$ cat src/design/ccp_params.svh
// Purpose: constants for the counter array channel 0 block
// Assumes: 32-bit APB, byte-wide registers in the low lane
// Notes: offsets, field positions, reset values
`ifndef CCP_PARAMS_SVH
`define CCP_PARAMS_SVH

// ---------------------------------------------------------------
// register offsets
// ---------------------------------------------------------------
`define OFS_MODE        8'h00
`define OFS_CMP_LOW     8'h04
`define OFS_CMP_HIGH    8'h08
`define OFS_PULSE_CFG   8'h0C
`define OFS_EVENT_FLAG  8'h10
`define OFS_IRQ_STATUS  8'h14
`define OFS_IRQ_CLEAR   8'h18
`define OFS_IRQ_ENABLE  8'h1C

// ---------------------------------------------------------------
// mode register fields
// ---------------------------------------------------------------
`define BIT_WIDE_PULSE  7
`define BIT_CMP_EN      6
`define BIT_RISE_CAP    5
`define BIT_FALL_CAP    4
`define BIT_EQUAL_EV    3
`define BIT_PIN_FLIP    2
`define BIT_PULSE_MODE  1
`define BIT_FLAG_IRQ    0

// ---------------------------------------------------------------
// pulse config and status fields
// ---------------------------------------------------------------
`define BIT_RELOAD_VIEW 7
`define BIT_ST_FLAG     0
`define BIT_ST_CAPTURE  1
`define BIT_ST_WRAP     2

// ---------------------------------------------------------------
// reset values
// ---------------------------------------------------------------
`define RST_BYTE        8'h00
`define RST_CLEN        2'h0

`endif

$ cat src/design/ccp_pkg.sv
// Purpose: shared types for the channel 0 block
// Assumes: constants in ccp_params.svh
// Notes: output behaviour selection
package ccp_pkg;
	typedef enum logic [2:0] {
		OUT_HOLD,
		OUT_TOGGLE,
		OUT_PWM_NARROW,
		OUT_PWM_WIDE,
		OUT_FREQ
	} out_mode_t;
endpackage

$ cat src/design/ccp_link_if.sv
// Purpose: carrier between register side and waveform generator
// Assumes: one clock domain
// Notes: none
`timescale 1ns/100ps
`default_nettype none
interface ccp_link_if;
	logic [7:0]  mode;
	logic [15:0] cmp;
	logic [1:0]  cycle_len;
	logic [15:0] counter_value;
	logic        counter_step;
	logic        match;
	logic        wrap;
	logic        pin;
	modport ctl (output mode, cmp, cycle_len, counter_value, counter_step,
		input match, wrap, pin);
	modport gen (input mode, cmp, cycle_len, counter_value, counter_step,
		output match, wrap, pin);
endinterface
`default_nettype wire

$ cat src/design/ccp_channel0.sv
// Purpose: channel 0 mode control, compare value and apb registers
// Assumes: counter value and step from same-clock counter logic
// Notes: apb answers with no wait state
`timescale 1ns/100ps
`default_nettype none
`include "ccp_params.svh"
module ccp_channel0
	import ccp_pkg::*;
(
	// clock and reset
	input  wire logic        ref_clk,
	input  wire logic        sys_rst,
	// apb slave
	input  wire logic        psel,
	input  wire logic        penable,
	input  wire logic        pwrite,
	input  wire logic [7:0]  paddr,
	input  wire logic [31:0] pwdata,
	input  wire logic [3:0]  pstrb,
	output logic      [31:0] prdata,
	output logic             pready,
	output logic             pslverr,
	// shared counter
	input  wire logic [15:0] counter_value,
	input  wire logic        counter_step,
	// pins
	input  wire logic        chan0_input_pin,
	output logic             chan0_output_pin,
	// interrupt
	output logic             irq
);
	// ---------------------------------------------------------------
	// declarations
	// ---------------------------------------------------------------
	logic [7:0]  chan0_mode_reg;
	logic [7:0]  chan0_compare_low;
	logic [7:0]  chan0_compare_high;
	logic [7:0]  reload_low;
	logic [7:0]  reload_high;
	logic        reload_view_select;
	logic [1:0]  cycle_length_select;
	logic        chan0_event_flag;
	logic [2:0]  irq_status;
	logic [2:0]  irq_enable;
	logic        wr_en;
	logic        rd_setup;
	logic        lane0;
	logic [7:0]  wbyte;
	logic        rise;
	logic        fall;
	logic        capture;
	logic        wr_mode;
	logic        wr_low;
	logic        wr_high;
	logic        wr_cfg;
	logic        wr_flag;
	logic        wr_clear;
	logic        wr_ena;
	logic        pulse_narrow;
	logic        freq_mode;
	logic [7:0]  next_low;
	logic [7:0]  next_high;
	logic [2:0]  event_set;
	logic [2:0]  clear_mask;

	ccp_link_if link ();

	// ---------------------------------------------------------------
	// address decode
	// ---------------------------------------------------------------
	function automatic logic mapped(input logic [7:0] a);
		case (a)
			`OFS_MODE, `OFS_CMP_LOW, `OFS_CMP_HIGH, `OFS_PULSE_CFG,
			`OFS_EVENT_FLAG, `OFS_IRQ_STATUS, `OFS_IRQ_CLEAR, `OFS_IRQ_ENABLE:
				mapped = 1'b1;
			default: mapped = 1'b0;
		endcase
	endfunction

	function automatic logic hit(input logic [7:0] a, input logic [7:0] ofs);
		hit = (a == ofs);
	endfunction

	assign pready   = 1'b1;
	assign pslverr  = psel & penable & ~mapped(paddr);
	assign wr_en    = psel & penable & pwrite & mapped(paddr);
	assign rd_setup = psel & ~penable & ~pwrite;
	assign lane0    = pstrb[0];
	assign wbyte    = pwdata[7:0];

	assign wr_mode  = wr_en & lane0 & hit(paddr, `OFS_MODE);
	assign wr_low   = wr_en & lane0 & hit(paddr, `OFS_CMP_LOW);
	assign wr_high  = wr_en & lane0 & hit(paddr, `OFS_CMP_HIGH);
	assign wr_cfg   = wr_en & lane0 & hit(paddr, `OFS_PULSE_CFG);
	assign wr_flag  = wr_en & lane0 & hit(paddr, `OFS_EVENT_FLAG);
	assign wr_clear = wr_en & lane0 & hit(paddr, `OFS_IRQ_CLEAR);
	assign wr_ena   = wr_en & lane0 & hit(paddr, `OFS_IRQ_ENABLE);

	// ---------------------------------------------------------------
	// input edges and capture
	// ---------------------------------------------------------------
	ccp_edge_sync u_edge (
		.ref_clk (ref_clk),
		.sys_rst (sys_rst),
		.pin_in  (chan0_input_pin),
		.rise    (rise),
		.fall    (fall)
	);

	assign capture = (rise & chan0_mode_reg[`BIT_RISE_CAP])
		| (fall & chan0_mode_reg[`BIT_FALL_CAP]);

	// ---------------------------------------------------------------
	// waveform generator
	// ---------------------------------------------------------------
	assign link.mode          = chan0_mode_reg;
	assign link.cmp           = {chan0_compare_high, chan0_compare_low};
	assign link.cycle_len     = cycle_length_select;
	assign link.counter_value = counter_value;
	assign link.counter_step  = counter_step;

	ccp_wave_gen u_wave (
		.ref_clk (ref_clk),
		.sys_rst (sys_rst),
		.link    (link.gen)
	);

	assign chan0_output_pin = link.pin;
	assign freq_mode    = chan0_mode_reg[`BIT_PIN_FLIP] & chan0_mode_reg[`BIT_PULSE_MODE];
	assign pulse_narrow = chan0_mode_reg[`BIT_PULSE_MODE] & ~chan0_mode_reg[`BIT_PIN_FLIP]
		& ~chan0_mode_reg[`BIT_WIDE_PULSE];

	// ---------------------------------------------------------------
	// mode register
	// ---------------------------------------------------------------
	always_ff @(posedge ref_clk) begin
		if (sys_rst) begin
			chan0_mode_reg <= `RST_BYTE;
		end else if (wr_mode) begin
			chan0_mode_reg <= wbyte;
		end else if (wr_high) begin
			chan0_mode_reg[`BIT_CMP_EN] <= 1'b1;
		end else if (wr_low) begin
			chan0_mode_reg[`BIT_CMP_EN] <= 1'b0;
		end
	end

	// ---------------------------------------------------------------
	// compare value next state
	// ---------------------------------------------------------------
	always_comb begin
		next_low  = chan0_compare_low;
		next_high = chan0_compare_high;
		if (capture) begin
			next_low  = counter_value[7:0];
			next_high = counter_value[15:8];
		end else if (link.wrap && pulse_narrow) begin
			if (cycle_length_select == `RST_CLEN) begin
				next_low = chan0_compare_high;
			end else begin
				next_low  = reload_low;
				next_high = reload_high;
			end
		end else if (link.match && freq_mode) begin
			next_low = 8'(chan0_compare_low + chan0_compare_high);
		end
		if (wr_low && !reload_view_select) begin
			next_low = wbyte;
		end
		if (wr_high && !reload_view_select) begin
			next_high = wbyte;
		end
	end

	// ---------------------------------------------------------------
	// compare and reload registers
	// ---------------------------------------------------------------
	always_ff @(posedge ref_clk) begin
		if (sys_rst) begin
			chan0_compare_low <= `RST_BYTE;
		end else begin
			chan0_compare_low <= next_low;
		end
	end

	always_ff @(posedge ref_clk) begin
		if (sys_rst) begin
			chan0_compare_high <= `RST_BYTE;
		end else begin
			chan0_compare_high <= next_high;
		end
	end

	always_ff @(posedge ref_clk) begin
		if (sys_rst) begin
			reload_low <= `RST_BYTE;
		end else if (wr_low && reload_view_select) begin
			reload_low <= wbyte;
		end
	end

	always_ff @(posedge ref_clk) begin
		if (sys_rst) begin
			reload_high <= `RST_BYTE;
		end else if (wr_high && reload_view_select) begin
			reload_high <= wbyte;
		end
	end

	// ---------------------------------------------------------------
	// pulse configuration
	// ---------------------------------------------------------------
	always_ff @(posedge ref_clk) begin
		if (sys_rst) begin
			reload_view_select <= 1'b0;
		end else if (wr_cfg) begin
			reload_view_select <= wbyte[`BIT_RELOAD_VIEW];
		end
	end

	always_ff @(posedge ref_clk) begin
		if (sys_rst) begin
			cycle_length_select <= `RST_CLEN;
		end else if (wr_cfg) begin
			cycle_length_select <= wbyte[1:0];
		end
	end

	// ---------------------------------------------------------------
	// event flag and interrupt status
	// ---------------------------------------------------------------
	assign event_set[`BIT_ST_FLAG]    = (link.match & chan0_mode_reg[`BIT_EQUAL_EV])
		| capture;
	assign event_set[`BIT_ST_CAPTURE] = capture;
	assign event_set[`BIT_ST_WRAP]    = link.wrap;

	always_ff @(posedge ref_clk) begin
		if (sys_rst) begin
			chan0_event_flag <= 1'b0;
		end else if (event_set[`BIT_ST_FLAG]) begin
			chan0_event_flag <= 1'b1;
		end else if (wr_flag) begin
			chan0_event_flag <= wbyte[0];
		end
	end

	// ---------------------------------------------------------------
	// sticky status bits, set wins over clear
	// ---------------------------------------------------------------
	assign clear_mask = wr_clear ? wbyte[2:0] : 3'h0;

	generate
		for (genvar i = 0; i < 3; i++) begin : g_status
			always_ff @(posedge ref_clk) begin
				if (sys_rst) begin
					irq_status[i] <= 1'b0;
				end else if (event_set[i]) begin
					irq_status[i] <= 1'b1;
				end else if (clear_mask[i]) begin
					irq_status[i] <= 1'b0;
				end
			end
		end
	endgenerate

	always_ff @(posedge ref_clk) begin
		if (sys_rst) begin
			irq_enable <= 3'h0;
		end else if (wr_ena) begin
			irq_enable <= wbyte[2:0];
		end
	end

	assign irq = (chan0_event_flag & chan0_mode_reg[`BIT_FLAG_IRQ])
		| (|(irq_status[2:1] & irq_enable[2:1]));

	// ---------------------------------------------------------------
	// read data
	// ---------------------------------------------------------------
	always_ff @(posedge ref_clk) begin
		if (sys_rst) begin
			prdata <= 32'h0;
		end else if (rd_setup) begin
			case (paddr)
				`OFS_MODE:       prdata <= {24'h0, chan0_mode_reg};
				`OFS_CMP_LOW:    prdata <= {24'h0, reload_view_select ? reload_low
					: chan0_compare_low};
				`OFS_CMP_HIGH:   prdata <= {24'h0, reload_view_select ? reload_high
					: chan0_compare_high};
				`OFS_PULSE_CFG:  prdata <= {24'h0, reload_view_select, 5'h0,
					cycle_length_select};
				`OFS_EVENT_FLAG: prdata <= {31'h0, chan0_event_flag};
				`OFS_IRQ_STATUS: prdata <= {29'h0, irq_status};
				`OFS_IRQ_ENABLE: prdata <= {29'h0, irq_enable};
				default:         prdata <= 32'h0;
			endcase
		end
	end
endmodule
`default_nettype wire

$ cat src/design/ccp_edge_sync.sv
// Purpose: synchronise the channel input pin and find its edges
// Assumes: pin is asynchronous to ref_clk
// Notes: edges are one-cycle pulses
`timescale 1ns/100ps
`default_nettype none
module ccp_edge_sync (
	// clock and reset
	input  wire logic ref_clk,
	input  wire logic sys_rst,
	// pin
	input  wire logic pin_in,
	// edges
	output logic      rise,
	output logic      fall
);
	logic sync_a;
	logic sync_b;
	logic last;

	always_ff @(posedge ref_clk) begin
		if (sys_rst) begin
			sync_a <= 1'b0;
			sync_b <= 1'b0;
			last   <= 1'b0;
		end else begin
			sync_a <= pin_in;
			sync_b <= sync_a;
			last   <= sync_b;
		end
	end

	assign rise = sync_b & ~last;
	assign fall = ~sync_b & last;
endmodule
`default_nettype wire

$ cat src/design/ccp_wave_gen.sv
// Purpose: compare, toggle, pwm and frequency output for channel 0
// Assumes: counter value and step come from the shared counter
// Notes: match and wrap are one-cycle pulses
`timescale 1ns/100ps
`default_nettype none
`include "ccp_params.svh"
module ccp_wave_gen
	import ccp_pkg::*;
(
	// clock and reset
	input  wire logic ref_clk,
	input  wire logic sys_rst,
	// link to register side
	ccp_link_if.gen   link
);
	out_mode_t   out_mode;
	logic [15:0] len_mask;
	logic [15:0] cnt_m;
	logic [15:0] cmp_m;
	logic        pulse_on;
	logic        wide;

	assign pulse_on = link.mode[`BIT_PULSE_MODE];
	assign wide     = link.mode[`BIT_WIDE_PULSE];

	// cycle length mask
	always_comb begin
		case (link.cycle_len)
			2'h0: len_mask = 16'h00FF;
			2'h1: len_mask = 16'h01FF;
			2'h2: len_mask = 16'h03FF;
			2'h3: len_mask = 16'h07FF;
			default: len_mask = 16'h00FF;
		endcase
	end

	// output behaviour selection
	always_comb begin
		if (link.mode[`BIT_PIN_FLIP] && pulse_on) begin
			out_mode = OUT_FREQ;
		end else if (pulse_on && wide) begin
			out_mode = OUT_PWM_WIDE;
		end else if (pulse_on) begin
			out_mode = OUT_PWM_NARROW;
		end else if (link.mode[`BIT_PIN_FLIP]) begin
			out_mode = OUT_TOGGLE;
		end else begin
			out_mode = OUT_HOLD;
		end
	end

	assign cnt_m = (out_mode == OUT_PWM_NARROW) ? (link.counter_value & len_mask)
		: link.counter_value;
	assign cmp_m = (out_mode == OUT_PWM_NARROW) ? (link.cmp & len_mask) : link.cmp;

	// comparator
	assign link.match = link.mode[`BIT_CMP_EN] & link.counter_step & (cnt_m == cmp_m);
	assign link.wrap  = link.counter_step & ((link.counter_value & len_mask) == len_mask);

	// pin driver
	always_ff @(posedge ref_clk) begin
		if (sys_rst) begin
			link.pin <= 1'b0;
		end else begin
			case (out_mode)
				OUT_TOGGLE, OUT_FREQ: begin
					if (link.match) begin
						link.pin <= ~link.pin;
					end
				end
				OUT_PWM_NARROW, OUT_PWM_WIDE: begin
					link.pin <= link.mode[`BIT_CMP_EN] & (cnt_m >= cmp_m);
				end
				default: begin
					link.pin <= link.pin;
				end
			endcase
		end
	end
endmodule
`default_nettype wire

$ cat config.mk
export PLATFORM = sky130hd
export DESIGN_NAME = ccp_channel0
export DESIGN_NICKNAME = d
export VERILOG_FILES = /design/src/design/ccp_pkg.sv /design/src/design/ccp_link_if.sv /design/src/design/ccp_channel0.sv /design/src/design/ccp_edge_sync.sv /design/src/design/ccp_wave_gen.sv
export VERILOG_INCLUDE_DIRS = /design/src /design/src/design
export SDC_FILE = /design/constraint.sdc
export NUM_CORES = 1
export LEC_CHECK = 0
export ABC_AREA = 1
export BUFFER_PORTS_ARGS = -buffer_cell sky130_fd_sc_hd__buf_4
export CAP_MARGIN = 20
export CORE_ASPECT_RATIO = 1.4
export CORE_UTILIZATION = 55
export DETAILED_ROUTE_END_ITERATION = 10
export PLACE_DENSITY_LB_ADDON = 0.12
export RECOVER_POWER = 50
export SYNTH_ARGS = -nofsm -noshare
export SYNTH_HDL_FRONTEND = slang
export SYNTH_HIERARCHICAL = 1
export SYNTH_SLANG_ARGS = --single-unit
$ cat constraint.sdc
create_clock -name ref_clk -period 3.5 [get_ports ref_clk]
set_input_delay 0.35 -clock ref_clk [delete_from_list [all_inputs] [get_ports ref_clk]]
set_output_delay 0.35 -clock ref_clk [all_outputs]
set_load 0.02 [all_outputs]
==> impl_metrics.csv, run 1 <==
group,metric,value,unit
run,max_cap_violations,0,
timing,fin_setup_tns,0,ns
timing,setup-violations-final,0,
global_route,global_route.usage.total,0.3249,
yosys,synthDistinctLibCells,46,
global_route,grt_pass1_vias,4262,
pwr,peakVddDrop,0.3401,mV
worst_setup_path,regToRegEndpoint,"chan0_compare_low[6]",
die,design.portCount,103,
yosys,yosys_register_bits,62,
route,drt-vias-per-instance,5.394,
yosys,synth.yosys.warnings,6,
yosys,syn_area_per_cell,6.297,µm²
hold_path,hold_path.class,"in2reg",
worst_setup_path,cp-end-kind,"flip-flop",
timing,timing.clock.skew,0.006143,ns
worst_setup_path,timing.critical_path.from_type,"flip-flop",
clocking,post_cts.repair.setup_buffers,0,
route,top_layer_used,"met4",
timing,post-route-worst-setup-slack,0.4669,ns
die,die_area,8745,µm²
global_route,grt_pass1_wl,21000,µm
worst_setup_path,setup.worst_path.class,"reg2reg",
finish,drive_above_1_share,0.1221,
timing,final-hold-violation-count,0,
yosys,yosysSeqAreaShare,0.2696,
finish,layout.cells.most_common,"sky130_fd_sc_hd__nand2_1",
global_route,grt_max_degree,36,
finish,design.final.nets,865,
route,drt_iter0_drc,363,
route,dr.pass1.iters,6,
place,detailedPlacementHpwl,10430,µm
worst_setup_path,ff2ff_setup_slack,0.47,ns
clocking,insertion_delay,0.34,ns
die,initial_utilization,0.5649,
global_route,grt_antenna_before_repair,0,
worst_setup_path,crit_fanout,15,
yosys,synth-main-ff-cell,"sky130_fd_sc_hd__dfxtp_1",
clocking,cts_resized,0,
route,met1_routed_wirelength_after_detailed_routing,5373,µm
die,die_h,110.2,µm
place,place.gp.congestion,0.9380,
yosys,synth-async-reset-ratio,0,
timing,grt_setup_unrepaired,"no",
pwr,total_power,0.001841,W
route,met2_wirelength,6427,µm
clocking,root_buffer,"sky130_fd_sc_hd__clkbuf_16",
pwr,p_per_area,353.7,nW/µm²
timing,worst_slew_pin_slew,1.308,ns
clocking,clockBufferDepth,2,
pwr,p_leak,2.417,nW
timing,hold-worst-slack,0.2194,ns
route,final_antenna_net_count,0,
route,drt_drc_violations_left,0,
global_route,grt.overflow.total,0,
hold_path,whs_endpoint,"u_edge/sync_a",
die,core.rowCount,39,
clocking,path_clk_slew,0.05,ns
timing,max_slew_violation_total_from_the_final_report,0,
timing,timing.final.crit_share,0.8666,
clocking,h-tree-depth,3,
clocking,tritoncts_clock_tree,"done",
clocking,cts.hold.buffers_added,0,
yosys,number_of_cells_produced_by_synthesis,731,
timing,post_layout_minimum_cycle_time,3.033,ns
hold_path,worstHoldStart,"chan0_input_pin",
hold_path,hold_depth,3,
clocking,tritoncts.num_buffers,9,
finish,antenna_cells,0,
finish,area_growth_syn_to_layout,13.05,%
route,routedWlPerCell,15.26,µm
timing,max_fclk,329.7,MHz
die,area_of_the_core,8149,µm²
clocking,tritoncts_num_sinks,62,
status,result_of_the_run,"finished clean",
yosys,synth_area,4603,µm²
route,vias,4747,
route,met3_wirelength,785,µm
yosys,synth_enable_flop_cells,0,
place,placement.io_buffers,50,
place,place_ws,0.5084,ns
finish,final_cell_mix,"sky130_fd_sc_hd__nand2_1 (182), sky130_fd_sc_hd__inv_1 (101), sky130_fd_sc_hd__o21ai_0 (73), sky130_fd_sc_hd__nor2_1 (66), sky130_fd_sc_hd__dfxtp_1 (62)",
die,die_w,79.32,µm
worst_setup_path,worst-r2r-cell-count,20,
worst_setup_path,worst-endpoint-required,3.75,ns
route,routed_wl,13430,µm
worst_setup_path,crit-reg2reg-launch,"chan0_mode_reg[1]",
worst_setup_path,crit_arrival,3.29,ns
timing,max_slew_margin,0.1278,
worst max-delay path, stage by stage, from the launching register on:
cell and delay [ns]:
sky130_fd_sc_hd__dfxtp_1 0.43, sky130_fd_sc_hd__inv_1 0.06, sky130_fd_sc_hd__nor2_1 0.16, sky130_fd_sc_hd__inv_1 0.10, sky130_fd_sc_hd__nor2_2 0.14, sky130_fd_sc_hd__inv_2 0.13
sky130_fd_sc_hd__nand2_1 0.07, sky130_fd_sc_hd__inv_1 0.04, sky130_fd_sc_hd__ha_1 0.30, sky130_fd_sc_hd__nand2_2 0.08, sky130_fd_sc_hd__nor2_4 0.12, sky130_fd_sc_hd__nand2_2 0.09
sky130_fd_sc_hd__nor3_1 0.40, sky130_fd_sc_hd__nand2_1 0.11, sky130_fd_sc_hd__nor2_1 0.10, sky130_fd_sc_hd__nor2_1 0.07, sky130_fd_sc_hd__nand2_2 0.21, sky130_fd_sc_hd__o21ai_1 0.10
sky130_fd_sc_hd__inv_1 0.06, sky130_fd_sc_hd__nand2_1 0.05, sky130_fd_sc_hd__a21oi_1 0.11
cell usage after synthesis (3+ instances only):
master,n,area share
sky130_fd_sc_hd__inv_1,101,0.082
sky130_fd_sc_hd__nand3_1,29,0.032
sky130_fd_sc_hd__inv_2,7,0.0057
sky130_fd_sc_hd__buf_4,26,0.042
sky130_fd_sc_hd__a31oi_1,3,0.0041
sky130_fd_sc_hd__a21o_1,3,0.0049
sky130_fd_sc_hd__nor3_1,4,0.0043
sky130_fd_sc_hd__ha_1,23,0.063
sky130_fd_sc_hd__a211oi_1,4,0.0065
sky130_fd_sc_hd__nor2_2,5,0.0068
sky130_fd_sc_hd__o211ai_1,6,0.0098
sky130_fd_sc_hd__or2_2,4,0.0054
sky130_fd_sc_hd__clkbuf_1,10,0.0082
sky130_fd_sc_hd__nor2_4,3,0.0073
sky130_fd_sc_hd__o21ai_1,8,0.0087
sky130_fd_sc_hd__o21ai_0,73,0.079
sky130_fd_sc_hd__dfxtp_1,62,0.27
sky130_fd_sc_hd__nand2_2,10,0.014
sky130_fd_sc_hd__buf_2,7,0.0076
sky130_fd_sc_hd__nand2_1,180,0.15
sky130_fd_sc_hd__nand4_1,6,0.0082
sky130_fd_sc_hd__nor2_1,65,0.053
sky130_fd_sc_hd__a21oi_1,59,0.064
area by class of cell:
cell class	count	area, µm²
clock buffer	12	256.5
clock inverter	3	67.56
fill	801	2945
inverter	111	419.2
multi-input combinational	536	2731
sequential	62	1241
tap	102	127.6
timing repair buffer	54	360.3
worst max-delay path by stage:
stage | startpoint | end | slack (ns) | cells after the start
after CTS | chan0_mode_reg[1] | chan0_compare_low[6] | 0.49 | 20
after global placement | chan0_mode_reg[1] | chan0_compare_low[6] | 0.56 | 20
final | chan0_mode_reg[1] | chan0_compare_low[6] | 0.47 | 20
after floorplan | chan0_mode_reg[1] | chan0_compare_low[5] | 0.95 | 21
after global routing | chan0_mode_reg[1] | chan0_compare_low[6] | 0.08 | 20
after detailed placement | chan0_mode_reg[1] | chan0_compare_low[6] | 0.51 | 20
per-stage QoR:
step | instance area (µm²) | utilization | instances
final | 5204 | 0.6386 | 880
after CTS | 5256 | 0.6450 | 880
after detailed placement | 4932 | 0.6053 | 865
after floorplan | 4690 | - | 754
after global placement | 4932 | 0.6053 | 865
after global routing | 5204 | 0.6386 | 880
routing by layer:
| layer | vias up | track usage |
|---|---|---|
| li1 | 2384 | - |
| met1 | 2122 | 0.3633 |
| met2 | 193 | 0.5610 |
| met3 | 48 | 0.06584 |
| met4 | 0 | 0.2052 |
| met5 | - | 0 |
cell families after synthesis:
kind of cell	count (synthesis)	synth area share
compound gates	166	0.1952
mux	1	0.002175
flops	62	0.2696
xor+xnor	3	0.005709
fa+ha+maj	24	0.06687
other cells	2	0.001631
simple gates	317	0.3047
buf+inv	156	0.1541
where the power goes:
| part | internal [W] | switching, W |
|---|---|---|
| clock | 0.000658 | 0.000321 |
| combinational | 0.0000522 | 0.000101 |
| sequential | 0.000708 | 0.000000759 |
| total | 0.00142 | 0.000422 |
Note: power is estimated with default switching activity, not from simulation.
==> run 2, diff against run 1 <==
--- a/config.mk
+++ b/config.mk
@@ -7,11 +7,12 @@
 export NUM_CORES = 1
 export LEC_CHECK = 0
 export ABC_AREA = 1
-export BUFFER_PORTS_ARGS = -buffer_cell sky130_fd_sc_hd__buf_4
 export CAP_MARGIN = 20
 export CORE_ASPECT_RATIO = 1.4
+export CORE_MARGIN = 5
 export CORE_UTILIZATION = 55
 export DETAILED_ROUTE_END_ITERATION = 10
+export DONT_BUFFER_PORTS = 1
 export PLACE_DENSITY_LB_ADDON = 0.12
 export RECOVER_POWER = 50
 export SYNTH_ARGS = -nofsm -noshare
==> run 2 against run 1 <==
Net effect:
- first-iteration DRC count grew 15%
- worst hold slack worse by 0.14 ns
- critical path depth unchanged
- total power down 8.9%
- register-to-register slack lost 0.04 ns
- setup slack got worse by 0.040 ns
- sequential cell count unchanged
- non-clock buffer count fell by 51
- combinational power fell by 40%
- wire length up 0.16%
- critical endpoint unchanged
- largest power group unchanged
==> impl_metrics.csv, run 2 (synthesis gave the netlist of run 1 again) <==
group,metric,value,unit
worst_setup_path,setup.worst_path.class,"reg2reg",
global_route,grt_pass1_wl,21910,µm
global_route,global_route.usage.total,0.2704,
worst_setup_path,ff2ff_setup_slack,0.43,ns
timing,max_slew_violation_total_from_the_final_report,0,
worst_setup_path,crit_fanout,15,
worst_setup_path,cp-endpoint,"chan0_compare_low[6]",
die,core.rowCount,39,
worst_setup_path,crit_arrival,3.34,ns
timing,grt_setup_unrepaired,"no",
route,final_antenna_net_count,0,
timing,timing.clock.skew,0.006547,ns
clocking,root_buffer,"sky130_fd_sc_hd__clkbuf_16",
die,area_of_the_core,8149,µm²
place,place.gp.congestion,0.9805,
global_route,grt_pass1_vias,4549,
pwr,p_per_area,349.3,nW/µm²
route,drt_drc_violations_left,0,
timing,final-hold-violation-count,0,
status,result_of_the_run,"finished clean",
pwr,p_leak,2.146,nW
clocking,tritoncts_clock_tree,"done",
worst_setup_path,regToRegEndpoint,"chan0_compare_low[6]",
die,initial_utilization,0.5649,
run,max_cap_violations,0,
route,routedWlPerCell,16.22,µm
clocking,post_cts.repair.setup_buffers,0,
clocking,cts.hold.buffers_added,0,
timing,setup-violations-final,0,
clocking,tritoncts.num_buffers,9,
worst_setup_path,setup.worst_path.start,"chan0_mode_reg[1]",
clocking,insertion_delay,0.34,ns
route,routed_wl,13450,µm
global_route,grt_max_degree,36,
timing,worst_slew_pin_slew,0.9055,ns
clocking,path_clk_slew,0.06,ns
route,dr.pass1.iters,6,
die,design.portCount,103,
route,drt_iter0_drc,419,
clocking,clockBufferDepth,2,
finish,drive_above_1_share,0.07153,
global_route,grt.overflow.total,0,
die,die_w,87.32,µm
clocking,cts_resized,0,
clocking,h-tree-depth,3,
worst_setup_path,timing.critical_path.from_type,"flip-flop",
worst_setup_path,worst-r2r-cell-count,20,
timing,post_layout_minimum_cycle_time,3.073,ns
finish,antenna_cells,0,
timing,max_fclk,325.4,MHz
timing,timing.final.crit_share,0.8781,
route,vias,4597,
finish,finish.utilization,0.5890,
worst_setup_path,worst-endpoint-required,3.76,ns
die,die_h,118.2,µm
clocking,tritoncts_num_sinks,62,
finish,layout.cells.most_common,"sky130_fd_sc_hd__nand2_1",
finish,final_cell_mix,"sky130_fd_sc_hd__nand2_1 (182), sky130_fd_sc_hd__inv_1 (103), sky130_fd_sc_hd__o21ai_0 (73), sky130_fd_sc_hd__nor2_1 (68), sky130_fd_sc_hd__dfxtp_1 (62)",
finish,design.final.nets,814,
hold_path,hold_path.class,"in2reg",
timing,fin_setup_tns,0,ns
place,detailedPlacementHpwl,10530,µm
global_route,grt_antenna_before_repair,0,
pwr,peakVddDrop,0.3094,mV
finish,nFillCells,866,
die,die_area,10330,µm²
finish,area_growth_syn_to_layout,4.267,%
place,placement.io_buffers,0,
worst_setup_path,cp-end-kind,"flip-flop",
worst_setup_path,crit-reg2reg-launch,"chan0_mode_reg[1]",
route,drt-vias-per-instance,5.545,
timing,max_slew_margin,0.3956,
==> run 2: changes by cell type in the layout (fill, tap and decap cells not counted) <==
cell and delta:
sky130_fd_sc_hd__inv_2 -2, sky130_fd_sc_hd__buf_4 -38, sky130_fd_sc_hd__clkbuf_1 -12, sky130_fd_sc_hd__nor2_1 +2
sky130_fd_sc_hd__clkinv_2 +2, sky130_fd_sc_hd__bufinv_16 -1, sky130_fd_sc_hd__clkbuf_4 -1, sky130_fd_sc_hd__inv_1 +2
sky130_fd_sc_hd__clkbuf_8 -1, sky130_fd_sc_hd__nor2_8 -2
==> run 2: cell type report <==
| type | count | area, µm² | area share |
|---|---|---|---|
| sequential | 62 | 1241 | 0.2586 |
| clock buffer | 11 | 242.7 | 0.05057 |
| tap | 102 | 127.6 | 0.02659 |
| timing repair buffer | 3 | 22.52 | 0.004692 |
| inverter | 111 | 419.2 | 0.08733 |
| multi-input combinational | 536 | 2699 | 0.5623 |
| clock inverter | 4 | 47.55 | 0.009906 |
==> run 2: metrics by stage <==
step	area (µm²)	hold WS, ns	power [W]	setup WS (ns)	instances
5_1_grt	4800	0.07134	0.001734	0.09838	829
6_report	4800	0.07758	0.001676	0.4265	829
2_1_floorplan	4690	0.3883	0.0008282	0.9544	754
4_1_cts	4840	0.06878	0.001692	0.4774	829
3_5_place_dp	4549	0.3965	0.0008165	0.5006	814
3_3_place_gp	4549	0.3893	0.0008141	0.5421	814
==> run 2: worst min-delay path by stage <==
stage | start | cells after the start | end
2_1_floorplan | u_edge/sync_a | 2 | u_edge/sync_b
3_3_place_gp | u_edge/sync_a | 2 | u_edge/sync_b
3_5_place_dp | u_edge/sync_a | 2 | u_edge/sync_b
4_1_cts | sys_rst | 1 | irq_status[2]
5_1_grt | sys_rst | 1 | irq_status[2]
6_report | sys_rst | 1 | irq_status[2]
==> run 2: power breakdown <==
group          switching, W  total (W)  internal, W
Sequential       0.00000160   0.000710     0.000709
Clock              0.000312   0.000875     0.000563
Combinational     0.0000675  0.0000915    0.0000240
Total              0.000381    0.00168      0.00130
==> run 2: worst max-delay path, stage by stage, from the launching register on <==
cell                      delay [ns]
sky130_fd_sc_hd__dfxtp_1        0.39
sky130_fd_sc_hd__inv_1          0.05
sky130_fd_sc_hd__nor2_1         0.15
sky130_fd_sc_hd__inv_1          0.09
sky130_fd_sc_hd__nor2_2         0.14
sky130_fd_sc_hd__inv_2          0.12
sky130_fd_sc_hd__nor2_2         0.12
sky130_fd_sc_hd__nor2_1         0.05
sky130_fd_sc_hd__ha_1           0.29
sky130_fd_sc_hd__nand2_1        0.07
sky130_fd_sc_hd__nor2_2         0.09
sky130_fd_sc_hd__nand2_2        0.09
sky130_fd_sc_hd__nor3_1         0.44
sky130_fd_sc_hd__nand2_1        0.10
sky130_fd_sc_hd__nor2_1         0.13
sky130_fd_sc_hd__nor2_1         0.08
sky130_fd_sc_hd__nand2_2        0.21
sky130_fd_sc_hd__o21ai_1        0.12
sky130_fd_sc_hd__inv_1          0.06
sky130_fd_sc_hd__nand2_1        0.05
sky130_fd_sc_hd__a21oi_1        0.13
==> run 2: layer usage <==
| metal | vias up | wire, µm | share of wire | GRT usage |
|---|---|---|---|---|
| met5 | - | 0 | 0 | 0 |
| met4 | 0 | 860 | 0.064 | 0.1871 |
| met3 | 60 | 897 | 0.067 | 0.05358 |
| met2 | 181 | 6443 | 0.48 | 0.4443 |
| met1 | 2078 | 5248 | 0.39 | 0.3061 |
| li1 | 2278 | - | - | - |
